## config.mk

```make
export PLATFORM = sky130hd
export DESIGN_NAME = chmu_top
export DESIGN_NICKNAME = d
export VERILOG_FILES = /design/src/design/chmu_pkg.sv /design/src/design/chmu_mac.sv /design/src/design/chmu_top.sv
export SDC_FILE = /design/constraint.sdc
export NUM_CORES = 1
export LEC_CHECK = 0
export BUFFER_PORTS_ARGS = -buffer_cell sky130_fd_sc_hd__buf_4
export CORE_MARGIN = 2
export CORE_UTILIZATION = 60
export CTS_BUF_LIST = sky130_fd_sc_hd__clkbuf_8
export CTS_CLUSTER_SIZE = 28
export DETAILED_ROUTE_END_ITERATION = 10
export GPL_ROUTABILITY_DRIVEN = 0
export GPL_TIMING_DRIVEN = 0
export PLACE_DENSITY = 0.77
export SYNTH_ARGS = -nofsm -noshare
export SYNTH_HDL_FRONTEND = slang
export SYNTH_SLANG_ARGS = --single-unit
```

## constraint.sdc

```tcl
create_clock -name core_clk_i -period 21.3 [get_ports core_clk_i]
set_input_delay 1.065 -clock core_clk_i [delete_from_list [all_inputs] [get_ports core_clk_i]]
set_output_delay 1.065 -clock core_clk_i [all_outputs]
set_load 0.02 [all_outputs]
```

## src/design/chmu_pkg.sv

```systemverilog
/*
 Package for the cross-halfword multiply-accumulate unit: register
 offsets, field positions, reset values, variant and state encodings.
 Assumes a 32-bit register bus with byte addresses.
*/
package chmu_pkg;

   // ----------------------------------------------------------------
   // Widths and carriers
   // ----------------------------------------------------------------
   typedef logic [31:0] chmu_word_t;
   typedef logic [7:0]  chmu_addr_t;
   typedef logic [3:0]  chmu_be_t;
   typedef logic [3:0]  chmu_cr_t;

   // ----------------------------------------------------------------
   // Register offsets (byte addresses)
   // ----------------------------------------------------------------
   localparam chmu_addr_t OFS_SRC_A = 8'h00;
   localparam chmu_addr_t OFS_SRC_B = 8'h04;
   localparam chmu_addr_t OFS_ACC   = 8'h08;
   localparam chmu_addr_t OFS_CTRL  = 8'h0C;
   localparam chmu_addr_t OFS_FPEX  = 8'h10;
   localparam chmu_addr_t OFS_CFZ   = 8'h14;

   // ----------------------------------------------------------------
   // Field positions
   // ----------------------------------------------------------------
   // Bit 0 of the architectural word is our bit 31
   localparam int HALF_LO_MSB   = 15;
   localparam int HALF_HI_LSB   = 16;
   localparam int WORD_MSB      = 31;
   localparam int CTRL_FLD_MSB  = 3;
   localparam int CTRL_GO_BIT   = 4;
   localparam int CTRL_BUSY_BIT = 8;
   localparam int FPEX_SO_BIT   = 31;
   localparam int FPEX_OVF_BIT  = 30;
   localparam int CR_NEG_BIT    = 3;
   localparam int CR_POS_BIT    = 2;
   localparam int CR_ZERO_BIT   = 1;
   localparam int CR_SO_BIT     = 0;

   // ----------------------------------------------------------------
   // Values
   // ----------------------------------------------------------------
   localparam chmu_word_t RST_WORD  = 32'h0000_0000;
   localparam chmu_cr_t   RST_CR    = 4'h0;
   localparam chmu_word_t SAT_S_MAX = 32'h7FFF_FFFF;
   localparam chmu_word_t SAT_S_MIN = 32'h8000_0000;
   localparam chmu_word_t SAT_U_MAX = 32'hFFFF_FFFF;

   // ----------------------------------------------------------------
   // Variants, control and states
   // ----------------------------------------------------------------
   typedef enum logic [1:0] {
      VAR_MOD_S = 2'h0,
      VAR_SAT_S = 2'h1,
      VAR_SAT_U = 2'h2,
      VAR_MOD_U = 2'h3
   } chmu_variant_t;

   typedef struct packed {
      logic          ovf_en;
      logic          record;
      chmu_variant_t variant;
   } chmu_ctrl_t;

   localparam chmu_ctrl_t RST_CTRL = 4'h0;

   typedef struct packed {
      chmu_word_t result;
      logic       ovf;
   } chmu_mac_out_t;

   typedef enum logic [1:0] {
      ST_IDLE = 2'b01,
      ST_CALC = 2'b10
   } chmu_state_t;

endpackage

```

## src/design/chmu_mac.sv

```systemverilog
/*
 Combinational cross-halfword multiply-accumulate datapath.
 Assumes operands are held stable by the caller for the cycle in use.
*/
`timescale 1ns/100ps
`default_nettype none

module chmu_mac (
   // Operands
   input  wire chmu_pkg::chmu_word_t    src_a_i,
   input  wire chmu_pkg::chmu_word_t    src_b_i,
   input  wire chmu_pkg::chmu_word_t    acc_i,
   input  wire chmu_pkg::chmu_variant_t variant_i,
   // Result
   output var  chmu_pkg::chmu_mac_out_t mac_o
);
   import chmu_pkg::*;

   logic signed [15:0] half_a;
   logic signed [15:0] half_b;
   logic signed [31:0] sprod;
   logic        [31:0] uprod;
   logic        [31:0] prod;
   logic        [32:0] sum;
   logic               is_signed;

   always_comb begin
      half_a    = src_a_i[HALF_LO_MSB:0];          // RULE_01 RULE_17
      half_b    = src_b_i[WORD_MSB:HALF_HI_LSB];   // RULE_01 RULE_17
      sprod     = half_a * half_b;
      uprod     = src_a_i[HALF_LO_MSB:0] * src_b_i[WORD_MSB:HALF_HI_LSB];
      is_signed = (variant_i == VAR_MOD_S) || (variant_i == VAR_SAT_S);
      prod      = is_signed ? sprod : uprod;        // RULE_05 RULE_06 RULE_07
      if (is_signed) begin
         sum       = {acc_i[WORD_MSB], acc_i} + {prod[WORD_MSB], prod}; // RULE_02
         mac_o.ovf = sum[32] ^ sum[WORD_MSB];      // RULE_18
      end else begin
         sum       = {1'b0, acc_i} + {1'b0, prod}; // RULE_02 RULE_08
         mac_o.ovf = sum[32];                      // RULE_18
      end
      unique case (variant_i)
         VAR_MOD_S,
         VAR_MOD_U: begin
            mac_o.result = sum[WORD_MSB:0];        // RULE_03 RULE_13
         end
         VAR_SAT_S: begin
            if (!mac_o.ovf) begin
               mac_o.result = sum[WORD_MSB:0];     // RULE_03
            end else if (sum[32]) begin
               mac_o.result = SAT_S_MIN;           // RULE_04 RULE_15
            end else begin
               mac_o.result = SAT_S_MAX;           // RULE_04 RULE_14
            end
         end
         VAR_SAT_U: begin
            mac_o.result = mac_o.ovf ? SAT_U_MAX : sum[WORD_MSB:0]; // RULE_16
         end
      endcase
   end

endmodule // chmu_mac

`default_nettype wire

```

## src/design/chmu_top.sv

```systemverilog
/*
 Top of the cross-halfword multiply-accumulate unit with its register
 file on an Avalon-MM slave port with waitrequest.
 Assumes a master that holds each request until waitrequest is low.
*/
`timescale 1ns/100ps
`default_nettype none

// Behaviour
// RULE_01: Multiply low halfword of first source by high halfword of second.
// RULE_02: Add the 32-bit product to the accumulator as a 33-bit sum.
// RULE_03: Without saturation, write the low 32 bits of the sum.
// RULE_04: Saturating variants write nearest representable value on overflow.
// RULE_05: Modulo signed: signed operands, low 32 bits, never saturated.
// RULE_06: Saturate signed: signed product, clamp on signed overflow.
// RULE_07: Saturate unsigned: unsigned product, clamp on unsigned overflow.
// RULE_08: Modulo unsigned: unsigned product, low 32 bits, never saturated.
// RULE_09: Plain form leaves exception flags and condition field untouched.
// RULE_10: Record form updates condition field only, not overflow or sticky.
// RULE_11: Overflow form updates overflow and sticky, not condition field.
// RULE_12: Combined form updates overflow, sticky and condition field.
// RULE_13: Modulo variants drop the top bit of the 33-bit sum.
// RULE_14: Signed sum above maximum positive clamps to 0x7FFF_FFFF.
// RULE_15: Signed sum below most negative clamps to 0x8000_0000.
// RULE_16: Unsigned sum above all ones clamps to 0xFFFF_FFFF.
// RULE_17: Bit 0 is the MSB, so bits 16 to 31 are the low half.
// RULE_18: Overflow flag follows sum overflow; sticky flag only ever sets.
// RULE_19: Condition field holds negative, positive, zero and sticky copy.
module chmu_top (
   // Clock and reset
   input  wire logic                core_clk_i,
   input  wire logic                rst_i,
   // Avalon-MM slave
   input  wire chmu_pkg::chmu_addr_t avs_address_i,
   input  wire logic                avs_read_i,
   input  wire logic                avs_write_i,
   input  wire chmu_pkg::chmu_word_t avs_writedata_i,
   input  wire chmu_pkg::chmu_be_t   avs_byteenable_i,
   output var  chmu_pkg::chmu_word_t avs_readdata_o,
   output logic                     avs_waitrequest_o
);
   import chmu_pkg::*;

   // ----------------------------------------------------------------
   // State
   // ----------------------------------------------------------------
   chmu_state_t   state;
   chmu_state_t   next_state;
   chmu_word_t    src_a;
   chmu_word_t    next_src_a;
   chmu_word_t    src_b;
   chmu_word_t    next_src_b;
   chmu_word_t    acc;
   chmu_word_t    next_acc;
   chmu_ctrl_t    ctrl;
   chmu_ctrl_t    next_ctrl;
   logic          ovf;
   logic          next_ovf;
   logic          so;
   logic          next_so;
   chmu_cr_t      cfz;
   chmu_cr_t      next_cfz;
   logic          next_wait;
   chmu_word_t    next_rdata;
   chmu_mac_out_t mac;
   chmu_word_t    wr_val;
   chmu_word_t    rd_val;
   logic          wr_done;
   logic          sum_so;

   function automatic chmu_word_t be_merge(input chmu_word_t old_v,
                                           input chmu_word_t new_v,
                                           input chmu_be_t   be);
      chmu_word_t r;
      r = old_v;
      for (int i = 0; i < 4; i++) begin
         if (be[i]) begin
            r[i*8 +: 8] = new_v[i*8 +: 8];
         end
      end
      return r;
   endfunction

   // ----------------------------------------------------------------
   // Datapath
   // ----------------------------------------------------------------
   chmu_mac u_mac (
      .src_a_i   (src_a),
      .src_b_i   (src_b),
      .acc_i     (acc),
      .variant_i (ctrl.variant),
      .mac_o     (mac)
   );

   // ----------------------------------------------------------------
   // Next-state logic
   // ----------------------------------------------------------------
   always_comb begin
      next_state = state;
      next_src_a = src_a;
      next_src_b = src_b;
      next_acc   = acc;
      next_ctrl  = ctrl;
      next_ovf   = ovf;
      next_so    = so;
      next_cfz   = cfz;
      next_wait  = avs_waitrequest_o;
      next_rdata = avs_readdata_o;
      wr_val     = RST_WORD;
      rd_val     = RST_WORD;
      sum_so     = so;
      wr_done    = avs_write_i && !avs_waitrequest_o;

      // Read mux; unmapped offsets read zero
      unique case (avs_address_i)
         OFS_SRC_A: rd_val = src_a;
         OFS_SRC_B: rd_val = src_b;
         OFS_ACC:   rd_val = acc;
         OFS_CTRL: begin
            rd_val[CTRL_FLD_MSB:0] = ctrl;
            rd_val[CTRL_BUSY_BIT]  = (state == ST_CALC);
         end
         OFS_FPEX: begin
            rd_val[FPEX_SO_BIT]  = so;
            rd_val[FPEX_OVF_BIT] = ovf;
         end
         OFS_CFZ:   rd_val[CTRL_FLD_MSB:0] = cfz;
         default:   rd_val = RST_WORD;
      endcase

      // Answer one cycle after the request, never while computing
      if (avs_waitrequest_o) begin
         if ((avs_read_i || avs_write_i) && state == ST_IDLE) begin
            next_wait  = 1'b0;
            next_rdata = rd_val;
         end
      end else begin
         next_wait = 1'b1;
      end

      // Writes take effect at the edge that completes the transfer
      if (wr_done) begin
         unique case (avs_address_i)
            OFS_SRC_A: next_src_a = be_merge(src_a, avs_writedata_i,
                                             avs_byteenable_i);
            OFS_SRC_B: next_src_b = be_merge(src_b, avs_writedata_i,
                                             avs_byteenable_i);
            OFS_ACC:   next_acc   = be_merge(acc, avs_writedata_i,
                                             avs_byteenable_i);
            OFS_CTRL: begin
               wr_val    = be_merge({28'h0, ctrl}, avs_writedata_i,
                                    avs_byteenable_i);
               next_ctrl = wr_val[CTRL_FLD_MSB:0];
               if (wr_val[CTRL_GO_BIT]) begin
                  next_state = ST_CALC;
               end
            end
            OFS_FPEX: begin
               wr_val   = be_merge(rd_val, avs_writedata_i,
                                   avs_byteenable_i);
               next_so  = wr_val[FPEX_SO_BIT];
               next_ovf = wr_val[FPEX_OVF_BIT];
            end
            OFS_CFZ: begin
               wr_val   = be_merge({28'h0, cfz}, avs_writedata_i,
                                   avs_byteenable_i);
               next_cfz = wr_val[CTRL_FLD_MSB:0];
            end
            default: wr_val = RST_WORD;
         endcase
      end

      // One-cycle execution of the selected form
      unique case (state)
         ST_IDLE: begin
         end
         ST_CALC: begin
            next_state = ST_IDLE;
            next_acc   = mac.result;                 // RULE_03 RULE_04
            if (ctrl.ovf_en) begin
               next_ovf = mac.ovf;                   // RULE_11 RULE_18
               sum_so  = so | mac.ovf;               // RULE_18
               next_so = sum_so;                     // RULE_11 RULE_12
            end
            if (ctrl.record) begin
               next_cfz[CR_NEG_BIT]  = mac.result[WORD_MSB];   // RULE_19
               next_cfz[CR_POS_BIT]  = !mac.result[WORD_MSB] &&
                                       (mac.result != RST_WORD);
               next_cfz[CR_ZERO_BIT] = (mac.result == RST_WORD); // RULE_19
               next_cfz[CR_SO_BIT]   = sum_so;       // RULE_10 RULE_12
            end
         end
      endcase
   end

   // ----------------------------------------------------------------
   // Registers
   // ----------------------------------------------------------------
   always_ff @(posedge core_clk_i or posedge rst_i) begin
      if (rst_i) begin
         state             <= ST_IDLE;
         src_a             <= RST_WORD;
         src_b             <= RST_WORD;
         acc               <= RST_WORD;
         ctrl              <= RST_CTRL;
         ovf               <= 1'b0;
         so                <= 1'b0;
         cfz               <= RST_CR;
         avs_waitrequest_o <= 1'b1;
         avs_readdata_o    <= RST_WORD;
      end else begin
         state             <= next_state;
         src_a             <= next_src_a;
         src_b             <= next_src_b;
         acc               <= next_acc;
         ctrl              <= next_ctrl;
         ovf               <= next_ovf;         // RULE_09
         so                <= next_so;
         cfz               <= next_cfz;         // RULE_09
         avs_waitrequest_o <= next_wait;
         avs_readdata_o    <= next_rdata;
      end
   end

   // ----------------------------------------------------------------
   // Checks
   // ----------------------------------------------------------------
   logic signed [15:0] chk_ha;
   logic signed [15:0] chk_hb;
   logic signed [31:0] chk_sprod;
   logic        [31:0] chk_uprod;
   logic        [31:0] chk_ssum;
   logic        [32:0] chk_usum;
   logic               chk_calc;

   always_comb begin
      chk_ha    = src_a[15:0];
      chk_hb    = src_b[31:16];
      chk_sprod = chk_ha * chk_hb;
      chk_uprod = src_a[15:0] * src_b[31:16];
      chk_ssum  = acc + chk_sprod;
      chk_usum  = {1'b0, acc} + {1'b0, chk_uprod};
      chk_calc  = (state == ST_CALC);
   end
endmodule // chmu_top

`default_nettype wire

```

==> impl_metrics.env <==
export IMPL_status="completed"
export IMPL_cellPowerDensity_nw_per_um2=22.47
export IMPL_synth_cells=2553
export IMPL_met1_length_mm=25.63
export IMPL_wl_met3_mm=6.091
export IMPL_wl_met2_mm=31.06
export IMPL_routed_top_layer="met4"
export IMPL_ctsHoldBuffers=0
export IMPL_hold_class="register to register"
export IMPL_drt_iter0_markers=1793
export IMPL_drc=0
export IMPL_whs_path_depth=2
export IMPL_p_sw_mw=0.1324
export IMPL_rows=72
export IMPL_clk_path_buf_depth=2
export IMPL_grt_pass1_vias=20140
export IMPL_synth_distinct_cells=74
export IMPL_setup_viol=0
export IMPL_final_util=0.6499
export IMPL_via_per_inst=5.971
export IMPL_final_common_cell="inv_1"
export IMPL_die_area_um2=40350
export IMPL_fin_crit_sh=0.5749
export IMPL_synth_edff_count=0
export IMPL_antenna_found_initial=1
export IMPL_ys_flop_type="dfrtp_1"
export IMPL_r2r_end="cfz[3]"
export IMPL_cts_tree="done"
export IMPL_core_area_um2=38470
export IMPL_cts_resized=0
export IMPL_ios=81
export IMPL_async_reset_ff_frac=1.000
export IMPL_place_inst=3150
export IMPL_wl_mm=66.79
export IMPL_grt_pass1_wl_mm=107.6
export IMPL_clk_latency_ns=0.48
export IMPL_cts_root_buffer_cell="clkbuf_8"
export IMPL_p_int_mw=0.4293
export IMPL_yosysSeqAreaShare=0.1518
export IMPL_hpwl_mm=54.70
export IMPL_place_area_um2=24520
export IMPL_slew_violations=0
export IMPL_grt_start_max_net_pins=97
export IMPL_nFillCells=3115
export IMPL_final_nets=3253
export IMPL_overflow=0
export IMPL_synth_seq_cells=141
export IMPL_r2r_start="src_a[10]"
export IMPL_post_cts_buffers=0
export IMPL_hold_viol_final=0
export IMPL_critPathLaunchType="register"
export IMPL_worstRegToRegCells=33
export IMPL_period_minus_slack_ns=12.24
export IMPL_fp_dieW_um=200.9
export IMPL_htreeDepth=4
export IMPL_finalNonFillerCells=3182
export IMPL_worstSetupPathType="register to register"
export IMPL_post_drt_wl_per_cell_um=20.99
export IMPL_crit_path_end_kind="register"
export IMPL_syn_to_final_growth_pct=7.506
export IMPL_drv_cap=0
export IMPL_maxClockFrequency_mhz=81.67
export IMPL_die_y_um=200.9
export IMPL_fin_area_um2=25000
export IMPL_power_frac_comb=0.052
export IMPL_crit_slowest_cell="o41ai_1"
export IMPL_setup_ws_ns=9.055
export IMPL_finalClockSkew_ns=0.01023
export IMPL_critPathMostFrequentCell="fa_1"
export IMPL_swShare=0.2357
export IMPL_cp_max_fo=10
export IMPL_crit_arrival_ns=12.58
export IMPL_syn_area_um2=23250
export IMPL_drtPass1Iterations=5
export IMPL_vias=19000
export IMPL_postRouteAntennaNets=0
export IMPL_vdd_drop_max_uv=43.18
export IMPL_track_usage=0.3449
export IMPL_synth_nets=3155
export IMPL_p_leak_nw=12.92
export IMPL_rsz0062_at_grt="no"
export IMPL_clockPowerShare=0.472
export IMPL_slew_headroom=0.2512
export IMPL_ys_warn_count=0
export IMPL_hp_start="avs_readdata_o[5]"
export IMPL_r2r_setup_slack_ns=9.06
export IMPL_dp_worst_setup_slack_ns=9.312
export IMPL_cp_required_ns=21.63
export IMPL_final_cell_mix="inv_1, fa_1, nand2_1"
export IMPL_cts_made_buffers=17
export IMPL_pwr_share_seq=0.476
export IMPL_holdPathEnd="avs_readdata_o[5]"
export IMPL_avgSynthCellArea_um2=9.109
export IMPL_port_buffers=78
export IMPL_drive_gt1_frac=0.07473
export IMPL_clk_pin_slew_ns=0.08
export IMPL_finalPower_mw=0.5617
export IMPL_start_util=0.6045
export IMPL_tightest_slew_ns=1.109
export IMPL_holdWs_ns=0.4860
export IMPL_clock_sinks=141
export IMPL_slowest_delay_ns=0.90
export IMPL_finalSetupTns_ns=0
==> critical path, delay by kind of cell (launching register included) <==
kind | cells | cell delay [ns]
simple gates | 6 | 1.27
fa+ha+maj | 8 | 3.75
xor+xnor | 1 | 0.28
buf+inv | 6 | 1.91
compound gates | 11 | 4.37
mux | 1 | 0.16
flops | 1 | 0.33
==> sequential cells by signal, summed over array words and instances (netlist names) <==
name / count
acc: 32
avs_readdata_o: 32
src_a: 32
src_b: 32
cfz: 4
ctrl: 4
state: 2
avs_waitrequest_o: 1
ovf: 1
so: 1
==> cell usage after synthesis, types with 3 or more instances <==
| master | instances | share of area |
|---|---|---|
| a211o_1 | 4 | 0.0015 |
| nor2b_1 | 16 | 0.0043 |
| inv_1 | 496 | 0.080 |
| or3_1 | 5 | 0.0013 |
| o211ai_1 | 23 | 0.0074 |
| o41ai_1 | 3 | 0.0011 |
| a21oi_1 | 127 | 0.027 |
| o31ai_1 | 28 | 0.0090 |
| o21bai_1 | 12 | 0.0039 |
| a221oi_1 | 3 | 0.0011 |
| nand4_1 | 9 | 0.0024 |
| xor2_1 | 32 | 0.012 |
| nor4_1 | 3 | 0.00081 |
| and2_1 | 117 | 0.031 |
| nand2b_1 | 16 | 0.0043 |
| a21o_1 | 40 | 0.013 |
| and3_1 | 8 | 0.0022 |
| mux2i_1 | 73 | 0.031 |
| o21a_1 | 11 | 0.0036 |
| a22oi_1 | 3 | 0.00097 |
| nand2_1 | 258 | 0.042 |
| or4_1 | 5 | 0.0016 |
| fa_1 | 363 | 0.31 |
| nor3_1 | 16 | 0.0034 |
| ha_1 | 191 | 0.10 |
| a31o_2 | 3 | 0.0011 |
| o22ai_1 | 10 | 0.0027 |
| a211oi_1 | 6 | 0.0019 |
| o21ai_0 | 91 | 0.020 |
| buf_1 | 10 | 0.0016 |
| xnor2_1 | 59 | 0.022 |
| mux2_2 | 70 | 0.034 |
| a31oi_1 | 5 | 0.0013 |
| nand3_1 | 33 | 0.0071 |
| or2_2 | 5 | 0.0013 |
| dfrtp_1 | 139 | 0.15 |
| clkbuf_1 | 98 | 0.016 |
| nor2_1 | 109 | 0.018 |
| a221o_1 | 3 | 0.0013 |
==> cell type report <==
cell class,count,area [um^2],area share
Antenna cell,1,2.502,0.0001001
Buffer,108,405.4,0.01622
Clock buffer,17,234.0,0.009359
Clock inverter,14,242.7,0.009709
Inverter,496,1867,0.07467
Multi-Input combinational cell,1808,17460,0.6983
Sequential cell,141,3531,0.1412
Tap cell,518,648.1,0.02592
Timing Repair Buffer,79,613.1,0.02452
==> worst max path at each step <==
stage               startpoint       to  slack [ns]
floorplan            src_a[10]   cfz[3]       12.51
global placement     src_a[10]   cfz[3]        9.40
detailed placement   src_a[10]   cfz[3]        9.31
CTS                  src_a[10]   cfz[3]        9.27
global route         src_a[10]  acc[31]        8.43
finish               src_a[10]   cfz[3]        9.06
==> cells by family (layout without fill, tap and decap cells) <==
family / after synthesis / in the layout / share of synthesized area
compound gates: 403 / 403 / 0.1093
xor+xnor: 91 / 91 / 0.03427
fa+ha+maj: 554 / 554 / 0.4153
buf+inv: 604 / 714 / 0.09749
flops: 141 / 141 / 0.1518
mux: 144 / 144 / 0.06629
other cells: 0 / 1 / 0
simple gates: 616 / 616 / 0.1256
==> power by group through the flow <==
stage	clock [mW]	sequential (mW)	combinational [mW]
final	0.265	0.268	0.0290
after CTS	0.265	0.268	0.0288
after global placement	0	0.273	0.0274
after global routing	0.276	0.268	0.0311
after detailed placement	0	0.273	0.0287
after floorplan	0	0.273	0.0127
==> routing by layer <==
layer,global-route usage,vias to the layer above
li1,-,8340
met1,0.4428,9487
met2,0.5539,945
met3,0.06964,228
met4,0.1839,0
met5,0,-
Note: power is estimated with default switching activity, not from simulation.
